$ cat src/mio_pkg.sv
/*
 * Shared constants for the multi-user I/O port decoder: relative port
 * numbers, user-select field layout, switch vector layout, reset values.
 * Assumes an eight-bit I/O address and data bus on a single bus clock.
 */
`default_nettype none

package mio_pkg;

   // Relative ports inside the eight-port block
   localparam logic [2:0] PORT_DATA = 3'h0;
   localparam logic [2:0] PORT_STAT = 3'h1;
   localparam logic [2:0] PORT_MODE = 3'h2;
   localparam logic [2:0] PORT_CMD = 3'h3;
   localparam logic [2:0] PORT_TXIRQ = 3'h4;
   localparam logic [2:0] PORT_RXIRQ = 3'h5;
   localparam logic [2:0] PORT_UNUSED = 3'h6;
   localparam logic [2:0] PORT_USEL = 3'h7;
   localparam logic [2:0] PORT_FIRST_IRQ = 3'h4;

   // User-select register layout
   localparam int USEL_W = 5;
   localparam int USEL_RELATIVE_USER_BIT0 = 0;
   localparam int USEL_RELATIVE_USER_BIT1 = 1;
   localparam int USEL_HALF_SELECT_BIT = 2;
   localparam int USEL_GRP_LSB = 3;
   localparam logic [4:0] USEL_RESET = 5'h00;
   localparam logic [3:0] MASK_RESET = 4'h0;

   // Synchronised switch vector layout
   localparam int SW_BASE_LSB = 0;
   localparam int SW_BLK_OFF = 5;
   localparam int SW_GRP_LSB = 6;
   localparam int SW_HALF = 8;
   localparam int SW_NIB = 9;
   localparam int SW_SWAP = 10;
   localparam int SW_WAIT_LSB = 11;
   localparam int SW_OPT_LSB = 14;
   localparam int SW_W = 22;

   // Physical channel numbers and the pair swapped by the jumper
   localparam logic [1:0] PAR_CHAN = 2'h0;
   localparam logic [1:0] SWAP_A = 2'h0;
   localparam logic [1:0] SWAP_B = 2'h2;
   localparam logic [1:0] SWAP_XOR = 2'h2;

   // Wait-state counts for no jumper and for the three jumper positions
   localparam logic [1:0] WAIT_NONE = 2'h0;
   localparam logic [1:0] WAIT_ONE = 2'h1;
   localparam logic [1:0] WAIT_TWO = 2'h2;
   localparam logic [1:0] WAIT_THREE = 2'h3;

   // Data-bus drive patterns, low enable drives the bit
   localparam logic [7:0] OE_NONE = 8'hFF;
   localparam logic [7:0] OE_ALL = 8'h00;
   localparam logic [7:0] OE_LOW_NIB = 8'hF0;
   localparam logic [7:0] OE_HIGH_NIB = 8'h0F;

   localparam int IRQ_LINES = 8;
   localparam int IRQ_SRCS = 8;

endpackage

`default_nettype wire

$ cat src/mio_wait_gen.sv
/*
 * Wait-state generator: stretches a channel access by 0 to 3 bus cycles.
 * Assumes start is a one-cycle pulse from logic on the same clock.
 */
`timescale 1ns/100ps
`default_nettype none

module mio_wait_gen
   import mio_pkg::*;
(
   input wire logic clk,
   input wire logic rst_n,
   input wire logic start,
   input wire logic [1:0] count,
   output logic busy,
   output logic done
);

   typedef struct packed {
      logic [1:0] rem;
      logic last;
   } mio_wait_st_t;

   mio_wait_st_t q;
   mio_wait_st_t d;

   always_comb begin
      d = q;
      d.last = 1'b0;
      if (start) begin
         d.rem = 2'(count - WAIT_ONE);
         d.last = (count == WAIT_ONE);
         if (count == WAIT_NONE) begin
            d.rem = WAIT_NONE;
         end
      end else if (q.rem != WAIT_NONE) begin
         d.rem = 2'(q.rem - WAIT_ONE);
         d.last = (q.rem == WAIT_ONE);
      end
   end

   always_ff @(posedge clk or negedge rst_n) begin
      if (!rst_n) begin
         q <= '0;
      end else begin
         q <= d;
      end
   end

   assign busy = (start && count != WAIT_NONE) || q.rem != WAIT_NONE;
   assign done = (start && count == WAIT_NONE) || q.last;

   chk_wait_two_cycles:
      assert property (@(posedge clk) disable iff (!rst_n)
         (start && count == WAIT_TWO) |-> busy [*2] ##1 (!busy && done))
      else $error("two wait states not held for exactly two cycles");

endmodule // mio_wait_gen

`default_nettype wire

$ cat src/mio_irq_route.sv
/*
 * Interrupt routing: masked sources onto the eight open-collector
 * vectored lines through a jumper matrix. Route jumpers are static pins.
 */
`timescale 1ns/100ps
`default_nettype none

module mio_irq_route
   import mio_pkg::*;
(
   input wire logic clk,
   input wire logic rst_n,
   input wire logic [IRQ_SRCS-1:0] src,
   input wire logic [IRQ_LINES*IRQ_SRCS-1:0] route,
   output logic [IRQ_LINES-1:0] line_o,
   output logic [IRQ_LINES-1:0] line_oe_n
);

   typedef struct packed {
      logic [IRQ_LINES*IRQ_SRCS-1:0] r1;
      logic [IRQ_LINES*IRQ_SRCS-1:0] r2;
      logic [IRQ_LINES-1:0] oe_n;
   } mio_irq_st_t;

   mio_irq_st_t q;
   mio_irq_st_t d;
   logic [IRQ_LINES-1:0] pull;

   // Any source jumpered to a line pulls it low; several boards may share it
   genvar j;
   generate
      for (j = 0; j < IRQ_LINES; j++) begin : g_line
         assign pull[j] = |(src & q.r2[j*IRQ_SRCS +: IRQ_SRCS]);
      end
   endgenerate

   always_comb begin
      d = q;
      d.r1 = route;
      d.r2 = q.r1;
      d.oe_n = ~pull;
   end

   always_ff @(posedge clk or negedge rst_n) begin
      if (!rst_n) begin
         q <= '0;
         q.oe_n <= '1;
      end else begin
         q <= d;
      end
   end

   assign line_o = '0;
   assign line_oe_n = q.oe_n;

   chk_irq_masked_quiet:
      assert property (@(posedge clk) disable iff (!rst_n)
         (src == '0) |=> (&line_oe_n))
      else $error("interrupt line driven with every source masked");

endmodule // mio_irq_route

`default_nettype wire

$ cat src/mio_port_decoder.sv
/*
 * Top of the multi-user I/O port decoder: bus decode of the eight-port
 * block, user select, interrupt status and masks, channel steering,
 * wait states and interrupt routing.
 * Assumes bus strobes are synchronous to CLOCK; switches and jumpers are
 * static pins and are synchronised; channel chips run on CLOCK.
 */
`timescale 1ns/100ps
`default_nettype none

// How it works
// - Block of eight ports at a switch-chosen multiple of eight.
// - Address bits 7..3 compared to switches; closed means zero, open means one.
// - Disable switch closed: ignore every access and never drive data.
// - Port 7 is write-only user select; port 6 unused; neither drives reads.
// - Five-bit user select picks one of 32 users over eight boards.
// - Selected user's channel registers appear at ports 0 to 3.
// - Interrupt registers reachable whenever any user of our group of eight is selected.
// - Port 4 reads transmit pending status, writes transmit mask.
// - Port 5 reads receive pending status, writes receive mask.
// - Port 0 is channel data; parallel user reads the option switches.
// - Port 1 reads status, writes sync character or printer control.
// - Port 2 is USART mode or parallel data.
// - Port 3 is USART command or parallel status.
// - Eight interrupt sources, each jumperable to any vectored line.
// - Interrupt outputs are open collector and shareable.
// - A source whose mask bit is clear never requests.
// - Status registers show pending conditions regardless of mask.
// - Jumpers give one, two or three wait states, or none.
// - Swap jumper exchanges printer port and middle serial channel.
// - User select: bits 1..0 user, bit 2 half, bits 4..3 group.
// - Only channel register accesses get wait states.
// - Switch steers interrupt status and masks to high or low nibble.
module mio_port_decoder
   import mio_pkg::*;
(
   input wire logic CLOCK,
   input wire logic RESETN,
   input wire logic [7:0] ADDR,
   input wire logic [7:0] DATA_OUT,
   input wire logic SINP,
   input wire logic SOUT,
   input wire logic PDBIN,
   input wire logic PWR_N,
   output logic [7:0] DATA_IN,
   output logic [7:0] DATA_IN_OE_N,
   output logic RDY_O,
   output logic RDY_OE_N,
   input wire logic [4:0] BASE_SW_CLOSED,
   input wire logic PORT_BLOCK_DISABLE,
   input wire logic GROUP_SELECT_LOW_SWITCH,
   input wire logic GROUP_SELECT_HIGH_SWITCH,
   input wire logic HALF_SWITCH,
   input wire logic NIBBLE_STEER_SWITCH,
   input wire logic PRINTER_USER_SWAP_JUMPER,
   input wire logic [2:0] WAIT_JUMPER,
   input wire logic [7:0] OPTION_SW,
   input wire logic [63:0] IRQ_ROUTE,
   input wire logic [3:0] TX_PEND,
   input wire logic [3:0] RX_PEND,
   output logic [7:0] VI_O,
   output logic [7:0] VI_OE_N,
   output logic [3:0] CHAN_SEL,
   output logic [1:0] CHAN_REG,
   output logic CHAN_RD,
   output logic CHAN_WR,
   output logic [7:0] CHAN_WDATA,
   input wire logic [7:0] CHAN_RDATA
);

   typedef struct packed {
      logic [SW_W-1:0] sw1;
      logic [SW_W-1:0] sw2;
      logic strobe;
      logic start;
      logic wr;
      logic ch;
      logic [1:0] reg_a;
      logic [USEL_W-1:0] usel;
      logic [3:0] txm;
      logic [3:0] rxm;
      logic [7:0] wdata;
      logic [7:0] din;
      logic [7:0] oe_n;
   } mio_dec_st_t;

   mio_dec_st_t q;
   mio_dec_st_t d;

   logic [SW_W-1:0] sw;
   logic blk_off;
   logic strobe;
   logic start;
   logic blk_hit;
   logic [2:0] port;
   logic [1:0] my_grp;
   logic my_half;
   logic grp_hit;
   logic user_hit;
   logic [1:0] rel;
   logic [1:0] phys;
   logic nib_hi;
   logic [3:0] wr_nib;
   logic [3:0] rd_nib;
   logic [1:0] wait_n;
   logic wait_busy;
   logic wait_done;

   // Static settings, only the second sync stage is used
   assign sw = q.sw2;
   assign blk_off = sw[SW_BLK_OFF];
   assign nib_hi = sw[SW_NIB];

   assign strobe = (SINP && PDBIN) || (SOUT && !PWR_N);
   assign start = strobe && !q.strobe;
   assign port = ADDR[2:0];
   assign blk_hit = (ADDR[7:3] == ~sw[SW_BASE_LSB +: 5]) && !blk_off;

   assign my_grp = ~sw[SW_GRP_LSB +: 2];
   assign my_half = ~sw[SW_HALF];
   assign grp_hit = q.usel[USEL_GRP_LSB +: 2] == my_grp;
   assign user_hit = grp_hit && q.usel[USEL_HALF_SELECT_BIT] == my_half;
   assign rel = {q.usel[USEL_RELATIVE_USER_BIT1], q.usel[USEL_RELATIVE_USER_BIT0]};

   always_comb begin
      phys = rel;
      if (sw[SW_SWAP] && (rel == SWAP_A || rel == SWAP_B)) begin
         phys = rel ^ SWAP_XOR;
      end
   end

   // Mask nibble chosen by the steering switch, status nibble by the port
   assign wr_nib = nib_hi ? DATA_OUT[7:4] : DATA_OUT[3:0];
   assign rd_nib = (port == PORT_TXIRQ) ? TX_PEND : RX_PEND;

   always_comb begin
      if (sw[SW_WAIT_LSB + 2]) begin
         wait_n = WAIT_THREE;
      end else if (sw[SW_WAIT_LSB + 1]) begin
         wait_n = WAIT_TWO;
      end else if (sw[SW_WAIT_LSB]) begin
         wait_n = WAIT_ONE;
      end else begin
         wait_n = WAIT_NONE;
      end
   end

   always_comb begin
      d = q;
      d.sw1 = {OPTION_SW, WAIT_JUMPER, PRINTER_USER_SWAP_JUMPER, NIBBLE_STEER_SWITCH, HALF_SWITCH,
               GROUP_SELECT_HIGH_SWITCH, GROUP_SELECT_LOW_SWITCH, PORT_BLOCK_DISABLE, BASE_SW_CLOSED};
      d.sw2 = q.sw1;
      d.strobe = strobe;
      d.start = 1'b0;
      if (!strobe || blk_off) begin
         d.oe_n = OE_NONE;
      end
      if (start && blk_hit) begin
         d.start = 1'b1;
         d.wr = SOUT;
         d.reg_a = port[1:0];
         d.wdata = DATA_OUT;
         d.ch = user_hit && port < PORT_FIRST_IRQ;
         case (port)
            PORT_TXIRQ, PORT_RXIRQ: begin
               if (grp_hit && SOUT && port == PORT_TXIRQ) begin
                  d.txm = wr_nib;
               end else if (grp_hit && SOUT) begin
                  d.rxm = wr_nib;
               end else if (grp_hit) begin
                  d.din = nib_hi ? {rd_nib, 4'h0} : {4'h0, rd_nib};
                  d.oe_n = nib_hi ? OE_HIGH_NIB : OE_LOW_NIB;
               end
            end
            PORT_USEL: begin
               if (SOUT) begin
                  d.usel = DATA_OUT[USEL_W-1:0];
               end
            end
            PORT_UNUSED: begin
               d.ch = 1'b0;
            end
            default: begin
               if (user_hit && !SOUT) begin
                  d.oe_n = OE_ALL;
               end
            end
         endcase
      end
      if (CHAN_RD) begin
         if (phys == PAR_CHAN && q.reg_a == PORT_DATA[1:0]) begin
            d.din = sw[SW_OPT_LSB +: 8];
         end else begin
            d.din = CHAN_RDATA;
         end
      end
   end

   always_ff @(posedge CLOCK or negedge RESETN) begin
      if (!RESETN) begin
         q <= '0;
         q.usel <= USEL_RESET;
         q.txm <= MASK_RESET;
         q.rxm <= MASK_RESET;
         q.oe_n <= OE_NONE;
      end else begin
         q <= d;
      end
   end

   mio_wait_gen u_wait (
      .clk(CLOCK),
      .rst_n(RESETN),
      .start(q.start && q.ch),
      .count(wait_n),
      .busy(wait_busy),
      .done(wait_done)
   );

   mio_irq_route u_irq (
      .clk(CLOCK),
      .rst_n(RESETN),
      .src({RX_PEND & q.rxm, TX_PEND & q.txm}),
      .route(IRQ_ROUTE),
      .line_o(VI_O),
      .line_oe_n(VI_OE_N)
   );

   assign RDY_O = 1'b0;
   assign RDY_OE_N = !wait_busy;
   assign CHAN_SEL = user_hit ? 4'(4'h1 << phys) : 4'h0;
   assign CHAN_REG = q.reg_a;
   assign CHAN_WDATA = q.wdata;
   assign CHAN_RD = wait_done && !q.wr;
   assign CHAN_WR = wait_done && q.wr;
   assign DATA_IN = q.din;
   assign DATA_IN_OE_N = q.oe_n;

   chk_disable_quiet:
      assert property (@(posedge CLOCK) disable iff (!RESETN)
         blk_off |=> (DATA_IN_OE_N == OE_NONE))
      else $error("data bus driven while block disabled");

   chk_user_latch:
      assert property (@(posedge CLOCK) disable iff (!RESETN)
         (start && blk_hit && SOUT && port == PORT_USEL) |=> (q.usel == $past(DATA_OUT[4:0])))
      else $error("user select not loaded from write data");

   chk_usel_read_quiet:
      assert property (@(posedge CLOCK) disable iff (!RESETN)
         (start && !SOUT && port >= PORT_UNUSED) |=> (DATA_IN_OE_N == OE_NONE))
      else $error("read of port six or seven drove the data bus");

   chk_tx_mask_load:
      assert property (@(posedge CLOCK) disable iff (!RESETN)
         (start && blk_hit && grp_hit && SOUT && port == PORT_TXIRQ) |=> (q.txm == $past(wr_nib)))
      else $error("transmit mask not loaded");

   chk_rx_status_read:
      assert property (@(posedge CLOCK) disable iff (!RESETN)
         (start && blk_hit && grp_hit && !SOUT && port == PORT_RXIRQ && !nib_hi)
         |=> (DATA_IN == {4'h0, $past(RX_PEND)} && DATA_IN_OE_N == OE_LOW_NIB))
      else $error("receive status not returned on low nibble");

   chk_no_wait_ctl:
      assert property (@(posedge CLOCK) disable iff (!RESETN)
         (start && blk_hit && port >= PORT_FIRST_IRQ) |=> RDY_OE_N ##1 RDY_OE_N)
      else $error("control register access was stretched");

   chk_chan_strobe:
      assert property (@(posedge CLOCK) disable iff (!RESETN)
         (q.start && q.ch && wait_n == WAIT_ONE && !q.wr) |-> (!RDY_OE_N && !CHAN_RD) ##1 (RDY_OE_N && CHAN_RD))
      else $error("channel read not issued after one wait state");

   chk_foreign_user:
      assert property (@(posedge CLOCK) disable iff (!RESETN)
         (!user_hit) |-> (CHAN_SEL == 4'h0))
      else $error("channel selected for a user of another board");

endmodule // mio_port_decoder

`default_nettype wire

$ cat config.mk
export PLATFORM = sky130hd
export DESIGN_NAME = mio_port_decoder
export DESIGN_NICKNAME = d
export VERILOG_FILES = /design/src/mio_pkg.sv /design/src/mio_wait_gen.sv /design/src/mio_irq_route.sv /design/src/mio_port_decoder.sv
export SDC_FILE = /design/constraint.sdc
export NUM_CORES = 1
export LEC_CHECK = 0
export ABC_CLOCK_PERIOD_IN_PS = 2300
export BUFFER_PORTS_ARGS = -buffer_cell sky130_fd_sc_hd__buf_2
export CAP_MARGIN = 10
export CELL_PAD_IN_SITES_DETAIL_PLACEMENT = 0
export CELL_PAD_IN_SITES_GLOBAL_PLACEMENT = 1
export CORE_MARGIN = 2
export CORE_UTILIZATION = 44
export CTS_CLUSTER_DIAMETER = 30
export DETAILED_ROUTE_END_ITERATION = 10
export PLACE_DENSITY_LB_ADDON = 0.12
export SYNTH_ARGS = -nofsm -noshare
export SYNTH_HDL_FRONTEND = slang
export SYNTH_SLANG_ARGS = --single-unit
$ cat constraint.sdc
create_clock -name CLOCK -period 2.3 [get_ports CLOCK]
set_clock_uncertainty 0.2 [all_clocks]
set_input_delay 0.345 -clock CLOCK [delete_from_list [all_inputs] [get_ports CLOCK]]
set_output_delay 0.345 -clock CLOCK [all_outputs]
set_load 0.05 [all_outputs]
==> summary.md, run 1 <==
| Metric | Value |
|---|---|
| Main synth FF type | `dfrtp_1` |
| Site Rows | `48` |
| Max Buffers Root-to-Sink | `3` |
| H-tree Lvls | `2` |
| Post-synth design cell area | `0.00764 mm^2` |
| WP data required | `1750 ps` |
| Setup-failing EPs final | `3` |
| Critical path buffers and inverters | `1` |
| Worst slew pin tran | `651 ps` |
| Starting density of the core | `0.446` |
| Critical Path, Cell by Cell | `xnor2_4 > or3_4 > nor3b_2 > buf_6` |
| Post-synth EDFFs | `0` |
| Synth cell types | `46` |
| Worst Hold Class | `in2reg` |
| Die height | `136 um` |
| Syn Inst Count | `491` |
| Cell Pwr Density | `986 mW/mm^2` |
| CTS buffer count | `41` |
| Crit path max-delay family | `simple AND/OR/NAND/NOR gates` |
| Area Overhead vs Synth | `46.1%` |
| Number of max-cap violations | `0` |
| Slew margin rel. | `0.562` |
| Syn_area_per_cell | `15.6 um^2` |
| Placed Cells | `848` |
| Static leakage | `5.10 nW` |
| Via count | `4761` |
| Min Clock Period, post-route | `2400 ps` |
| Hold path startpoint | `TX_PEND[3]` |
| Pre-antenna DRT Iters | `6` |
| Crit path max fanout | `3` |
| Post-DR vias/cell | `4.62` |
| R2R Path Start | `q[36]` |
| 1st-iter DRT viols | `148` |
| PortBufs | `164` |
| CP Launch Point | `q[36]` |
| Clock Tree Root | `clkbuf_16` |
| Async S/R FF share, synth | `1.00` |
| Largest net degree at the start of global routing | `68` |
| CTS tree | `built` |
| GPL Wtd Cong | `0.796` |
| Most common cell after layout, fill and taps aside | `dfrtp_1` |
| DR DRC count | `0` |
| Global-route wire length before repair | `26500 um` |
| Grt ovf | `0` |
| Crit path kind | `reg2out` |
| Share of layout cells above drive strength 1 | `0.406` |
| Register area share after synthesis | `0.743` |
| Final hold slack | `-0.312 ps` |
| RSZ-0062 raised after global routing | `true` |
| Layout Nets | `897` |
| Startpoint Class | `register` |
| Status | `finished with violations` |
| IO Count | `174` |
| Die area | `0.0184 mm^2` |
| Non-filler instance count after layout | `1031` |
| Routed WL per cell | `16.6 um` |
| Clock latency on the worst-skew pair | `520 ps` |
| Sink Count | `226` |
| Vias in the first global route | `5174` |
| Tcrit/Tclk final | `1.04` |
| Fmax | `417 MHz` |
| Die width | `136 um` |
| Final hold viol count | `1` |
| Core ar. | `0.0171 mm^2` |
| Layout Utilization | `0.652` |
| Syn. warnings | `0` |
| Arrival time worst endpoint | `1850 ps` |
| Critical Path Max Stage Delay | `430 ps` |
| Maximum VDD drop | `0.687 mV` |
| Failing checks | `hold timing, setup timing` |
| Seq cells post-synth | `226` |
| Post-Route WL | `17100 um` |
| Setup ws final | `-96.6 ps` |
| Clock transition at path regs | `50 ps` |
| Initial antenna violation count | `1` |
| Placement Cell Area | `0.00857 mm^2` |
| Place WS | `98.7 ps` |
| CP max-delay cell | `dfrtp_2` |
| Gr usage total | `0.194` |
| Routed Antenna Nets | `0` |
| Most frequent cells in the layout | `208 x dfrtp_1, 157 x buf_2, 104 x dlygate4sd3_1` |
| Final Slew Violations | `0` |
| Fin area | `0.0112 mm^2` |
| Hpwl dp | `10900 um` |
| Crit end category | `output port` |
| Total negative slack | `-208 ps` |
[per-stage QoR]
| step | hold slack [ps] | power [W] |
|---|---|---|
| detailed placement | 135 | 0.00484 |
| finish | -0.312 | 0.0110 |
| floorplan | -151 | 0.00459 |
| CTS | 3.37 | 0.0111 |
| global route | 6.90 | 0.0114 |
| global placement | 129 | 0.00483 |
[power breakdown]
part | internal [W] | leakage [nW] | switching (W)
sequential | 0.00417 | 2.69 | 0.0000701
combinational | 0.000311 | 1.73 | 0.000371
clock | 0.00412 | 0.682 | 0.00197
total | 0.00860 | 5.10 | 0.00241
[flip-flops by register name, indices dropped and copies added, names as in the netlist]
name	count
CHAN_REG	2
CHAN_WDATA	8
q	17
DATA_IN	8
sw	22
u_irq.d	64
u_irq.line_oe_n	8
u_wait.q	3
DATA_IN_OE_N	8
u_irq.q	64
d	22
[area by class of cell]
cell class / count / area, um^2
clock buffer: 54 / 1160
inverter: 4 / 16.3
fill: 1250 / 5950
tap: 225 / 282
timing repair buffer: 288 / 2080
antenna: 1 / 2.50
sequential: 226 / 5680
multi-input combinational: 212 / 1670
clock inverter: 21 / 278
[cells in the mapped netlist (all sizes together), types with 2 or more instances]
master,count,area (um^2)
nor4,3,33.8
mux2i,6,60.1
a21oi,4,20.0
nand2,10,40.0
a22oi,37,278
or3,2,12.5
nand2b,4,27.5
dfrtp,210,5260
inv,3,11.3
dfstp,16,420
nand4,5,46.3
nand3,6,30.0
o211ai,4,35.0
mux2,35,394
and2,13,81.3
o21ai,11,55.1
nor2,20,77.6
xnor2,9,78.8
o2bb2ai,2,17.5
nor3,8,50.1
and3,4,26.3
and4,9,78.8
buf,48,355
clkbuf,9,38.8
nor2b,3,18.8
[worst min-delay path, stage by stage]
cell and delay (ps):
buf_2 90, mux2i_1 100, o21ai_1 140
[what timing repair did]
item	in CTS	in global routing
hold buffers	104	0
resized for setup	14	5
hold endpoints to repair	167	0
pin swaps	2	0
buffers inserted	3	0
endpoints found under the setup margin	5	10
cloned	0	0
[layer usage]
layer | GRT usage | vias up | routed length (um) | share of wire
met3 | 0.0501 | 31 | 975 | 0.057
met1 | 0.233 | 2343 | 7030 | 0.41
li1 | - | 2231 | - | -
met5 | 0 | - | 0 | 0
met2 | 0.335 | 156 | 8740 | 0.51
met4 | 0.0747 | 0 | 380 | 0.022
[path summary, 6_finish.rpt]
path	endpoint	slack, ps	cells after the start
worst max register to register	DATA_IN_OE_N[2]	90	6
worst min-delay path	DATA_IN[7]	-0.3	3
max in group asynchronous	d[54]	970	3
min in group asynchronous	sw[10]	190	2
worst min register to register	u_irq.q[45]	140	0
worst max-delay path	CHAN_SEL[0]	-100	4
[logic make-up after synthesis]
logic type | after synthesis | share of synthesized area
buffers and inverters | 61 | 0.0535
and+or+nand+nor | 91 | 0.0739
DFF | 226 | 0.743
muxes | 41 | 0.0594
xor gates and xnor gates | 9 | 0.0103
AOI/OAI and AO/OA | 62 | 0.0596
other | 1 | 0.000491
No activity file was read; power rests on OpenSTA's default activity.
==> run 2: changes to the inputs <==
--- a/config.mk
+++ b/config.mk
@@ -5,13 +5,14 @@
 export SDC_FILE = /design/constraint.sdc
 export NUM_CORES = 1
 export LEC_CHECK = 0
+export ABC_AREA = 1
 export ABC_CLOCK_PERIOD_IN_PS = 2300
 export BUFFER_PORTS_ARGS = -buffer_cell sky130_fd_sc_hd__buf_2
 export CAP_MARGIN = 10
 export CELL_PAD_IN_SITES_DETAIL_PLACEMENT = 0
 export CELL_PAD_IN_SITES_GLOBAL_PLACEMENT = 1
 export CORE_MARGIN = 2
-export CORE_UTILIZATION = 44
+export CORE_UTILIZATION = 42
 export CTS_CLUSTER_DIAMETER = 30
 export DETAILED_ROUTE_END_ITERATION = 10
 export PLACE_DENSITY_LB_ADDON = 0.12
==> constraint.sdc (replaced) <==
create_clock -name CLOCK -period 2.3 [get_ports CLOCK]
set_clock_uncertainty 0.2 [all_clocks]
set_input_delay 0 -clock CLOCK [delete_from_list [all_inputs] [get_ports CLOCK]]
set_output_delay 0 -clock CLOCK [all_outputs]
set_load 0.05 [all_outputs]
==> run 2 against run 1 <==
  * The flow now finishes without violations
  * Hold slack better by 120 ps
  * Die area is 9.9% higher
  * Count of clock-buffer cells in the layout is 3 lower
  * Global-route usage is 1.3 points higher
  * Design area is 12% higher
  * Synthesized cell count is 38% higher
  * Clock power is 1% higher
  * Register-to-register slack better by 180 ps
  * Worst setup slack better by 280 ps
  * Sequential cell count stayed put
  * Via count is 28% higher
  * Wire length is 17% higher
  * Critical endpoint is now CHAN_SEL[1]
==> summary.md, run 2 <==
| Metric | Value |
|---|---|
| Post-Route WL | `20000 um (was 17100 um)` |
| Post-DR vias/cell | `4.57 (was 4.62)` |
| Largest family of logic cells by synthesized area | `simple AND/OR/NAND/NOR gates (unchanged)` |
| Fmax | `473 MHz (was 417 MHz)` |
| CTS tree | `built (unchanged)` |
| DR DRC count | `0 (unchanged)` |
| Gr usage total | `0.207 (was 0.194)` |
| Die height | `142 um (was 136 um)` |
| Final hold viol count | `0 (was 1)` |
| Max Buffers Root-to-Sink | `3 (unchanged)` |
| Crit end category | `output port (unchanged)` |
| Worst slew pin tran | `658 ps (was 651 ps)` |
| Register area share after synthesis | `0.706 (was 0.743)` |
| Hpwl dp | `11900 um (was 10900 um)` |
| Post-synth design cell area | `0.00804 mm^2 (was 0.00764 mm^2)` |
| Routed WL per cell | `15.0 um (was 16.6 um)` |
| Number of max-cap violations | `0 (unchanged)` |
| Tcrit/Tclk final | `0.918 (was 1.04)` |
| Site Rows | `50 (was 48)` |
| IO Count | `174 (unchanged)` |
| Fill cell count | `1344 (was 1250)` |
| Arrival time worst endpoint | `1910 ps (was 1850 ps)` |
| Register area | `0.00568 mm^2 (about the same)` |
| Synth Area in Compound Gates | `0.0500 (was 0.0596)` |
| Ant. Diodes | `0 (was 1)` |
| Synth Area in XOR/XNOR | `0 (was 0.0103)` |
| Synth Area in Simple Gates | `0.164 (was 0.0738)` |
| Most common cell after layout, fill and taps aside | `dlygate4sd3_1 (was dfrtp_1)` |
| Core ar. | `0.0188 mm^2 (was 0.0171 mm^2)` |
| Multi-input logic area | `0.00177 mm^2 (was 0.00167 mm^2)` |
| Seq cells post-synth | `226 (unchanged)` |
| Grt ovf | `0 (unchanged)` |
| Worst Hold Class | `in2reg (unchanged)` |
| CTS buffer count | `42 (was 41)` |
| Clock Tree Root | `clkbuf_16 (unchanged)` |
| Slew margin rel. | `0.557 (was 0.562)` |
| Pre-antenna DRT Iters | `4 (was 6)` |
| Maximum VDD drop | `0.582 mV (was 0.687 mV)` |
| Crit path kind | `reg2out (unchanged)` |
| Async S/R FF share, synth | `1.00 (unchanged)` |
| PortBufs | `164 (unchanged)` |
| Syn Inst Count | `680 (was 491)` |
| Routed Antenna Nets | `0 (unchanged)` |
| Vias in the first global route | `6559 (was 5174)` |
| Mux share of post-synthesis cell area | `0 (was 0.0594)` |
| Area Overhead vs Synth | `55.8% (was 46.1%)` |
| Most frequent cells in the layout | `220 x dlygate4sd3_1, 210 x dfrtp_1, 160 x buf_2 (was 208 x dfrtp_1, 157 x buf_2, 104 x dlygate4sd3_1)` |
| Die width | `142 um (was 136 um)` |
| Total negative slack | `0 ps (was -208 ps)` |
| Via count | `6081 (was 4761)` |
| Synth top area cells | `dfrtp_1 65%, nand2_1 7.1%, dfstp_2 5.2% (was dfrtp_1 69%, dfstp_2 5.5%, mux2_2 5.2%)` |
| Sink Count | `226 (unchanged)` |
| WP data required | `2100 ps (was 1750 ps)` |
| Die area | `0.0203 mm^2 (was 0.0184 mm^2)` |
| Setup-failing EPs final | `0 (was 3)` |
| Leading cell types by count after synthesis | `210 x dfrtp_1, 153 x nand2_1, 64 x inv_1, 43 x buf_4, 37 x nand3_1 (was 210 x dfrtp_1, 46 x buf_4, 37 x a22oi_1, 35 x mux2_2, 19 x nor2_1)` |
| GPL Wtd Cong | `0.824 (was 0.796)` |
| Share of layout cells above drive strength 1 | `0.271 (was 0.406)` |
| Initial antenna violation count | `0 (was 1)` |
| Synth top area share | `0.654 (was 0.688)` |
| Crit path max fanout | `5 (was 3)` |
| Adder-cell share of the synthesized area | `0 (unchanged)` |
| Largest area contributor in the netlist | `dfrtp_1 (unchanged)` |
| Static leakage | `6.05 nW (was 5.10 nW)` |
| Syn_area_per_cell | `11.8 um^2 (was 15.6 um^2)` |
| Startpoint Class | `register (unchanged)` |
| Clock latency on the worst-skew pair | `510 ps (was 520 ps)` |
| 1st-iter DRT viols | `220 (was 148)` |
| Post-synth EDFFs | `0 (unchanged)` |
| Min Clock Period, post-route | `2110 ps (was 2400 ps)` |
| Starting density of the core | `0.428 (was 0.446)` |
| Layout Nets | `1191 (was 897)` |
| Main synth FF type | `dfrtp_1 (unchanged)` |
| Final hold slack | `116 ps (was -0.312 ps)` |
| Final Slew Violations | `0 (unchanged)` |
| Status | `completed (was finished with violations)` |
| H-tree Lvls | `2 (unchanged)` |
| Most common cell in the netlist | `dfrtp_1 (unchanged)` |
| Global-route wire length before repair | `32400 um (was 26500 um)` |
| Cell Pwr Density | `901 mW/mm^2 (was 986 mW/mm^2)` |
| Synth cell types | `38 (was 46)` |
| Clock transition at path regs | `50 ps (about the same)` |
| Syn. warnings | `0 (unchanged)` |
| Largest net degree at the start of global routing | `81 (was 68)` |
| RSZ-0062 raised after global routing | `false (was true)` |
==> run 2: worst paths after layout <==
path | from | endpoint | slack, ps | cells after the start
max reg2reg | sw[4] | CHAN_REG[1] | 270 | 9
min reg2reg | u_irq.d[28] | u_irq.q[28] | 140 | 0
max in group asynchronous | RESETN | DATA_IN_OE_N[6] | 710 | 4
min in group asynchronous | RESETN | u_irq.d[24] | 420 | 3
max | q[35] | CHAN_SEL[1] | 190 | 8
min | DATA_OUT[5] | CHAN_WDATA[5] | 120 | 4
==> run 2: worst max-delay path: stages, from the launching register on <==
cell and delay (ps):
dfrtp_1 390, inv_1 60, nand2_1 40, nand2_1 120, nand2_1 110, a21oi_2 140
inv_1 110, nor3_1 200, buf_4 240
==> run 2: cell type report <==
type / count / share of cell area
inverters: 68 / 0.0204
clock buffers: 51 / 0.0915
clock inverters: 24 / 0.0234
well taps: 234 / 0.0234
repair buffers: 387 / 0.247
multi-input cells: 342 / 0.141
flip-flops and latches: 226 / 0.453
==> run 2: per-layer routing <==
layer	part of all wire	track usage	wire [um]	up-vias
met2	0.53	0.381	10700	176
met5	0	0	0	-
met1	0.39	0.234	7790	2935
met4	0.031	0.0776	623	0
met3	0.046	0.0461	927	55
li1	-	-	-	2915
==> run 2: cells by family (layout without fill, tap and decap cells) <==
kind of cell,after synthesis,in the layout
flops,226,226
buf+inv,120,530
compound gates,63,63
simple gates,270,270
other cells,1,9
==> run 2: stage by stage <==
stage	total power, W	instance area, um^2	util	worst slack, ps	cells
after floorplan	0.00468	8070	-	148	688
after global placement	0.00491	8870	0.473	327	1037
after detailed placement	0.00492	8870	0.473	311	1037
after CTS	0.0114	12500	0.667	53.3	1332
after global routing	0.0117	12500	0.668	16.2	1332
final	0.0113	12500	0.668	188	1332
==> run 2: repair_timing <==
action | 4_1_cts | 5_1_grt
hold buffers | 220 | 0
hold endpoints to repair | 355 | 0
endpoints found under the setup margin | 0 | 4
resized for setup | 0 | 8
buffers inserted | 0 | 0
==> run 2: power by group <==
group / switching, W / leakage [nW] / internal, W
combinational: 0.000480 / 2.67 / 0.000408
sequential: 0.0000785 / 2.69 / 0.00418
clock: 0.00202 / 0.686 / 0.00412
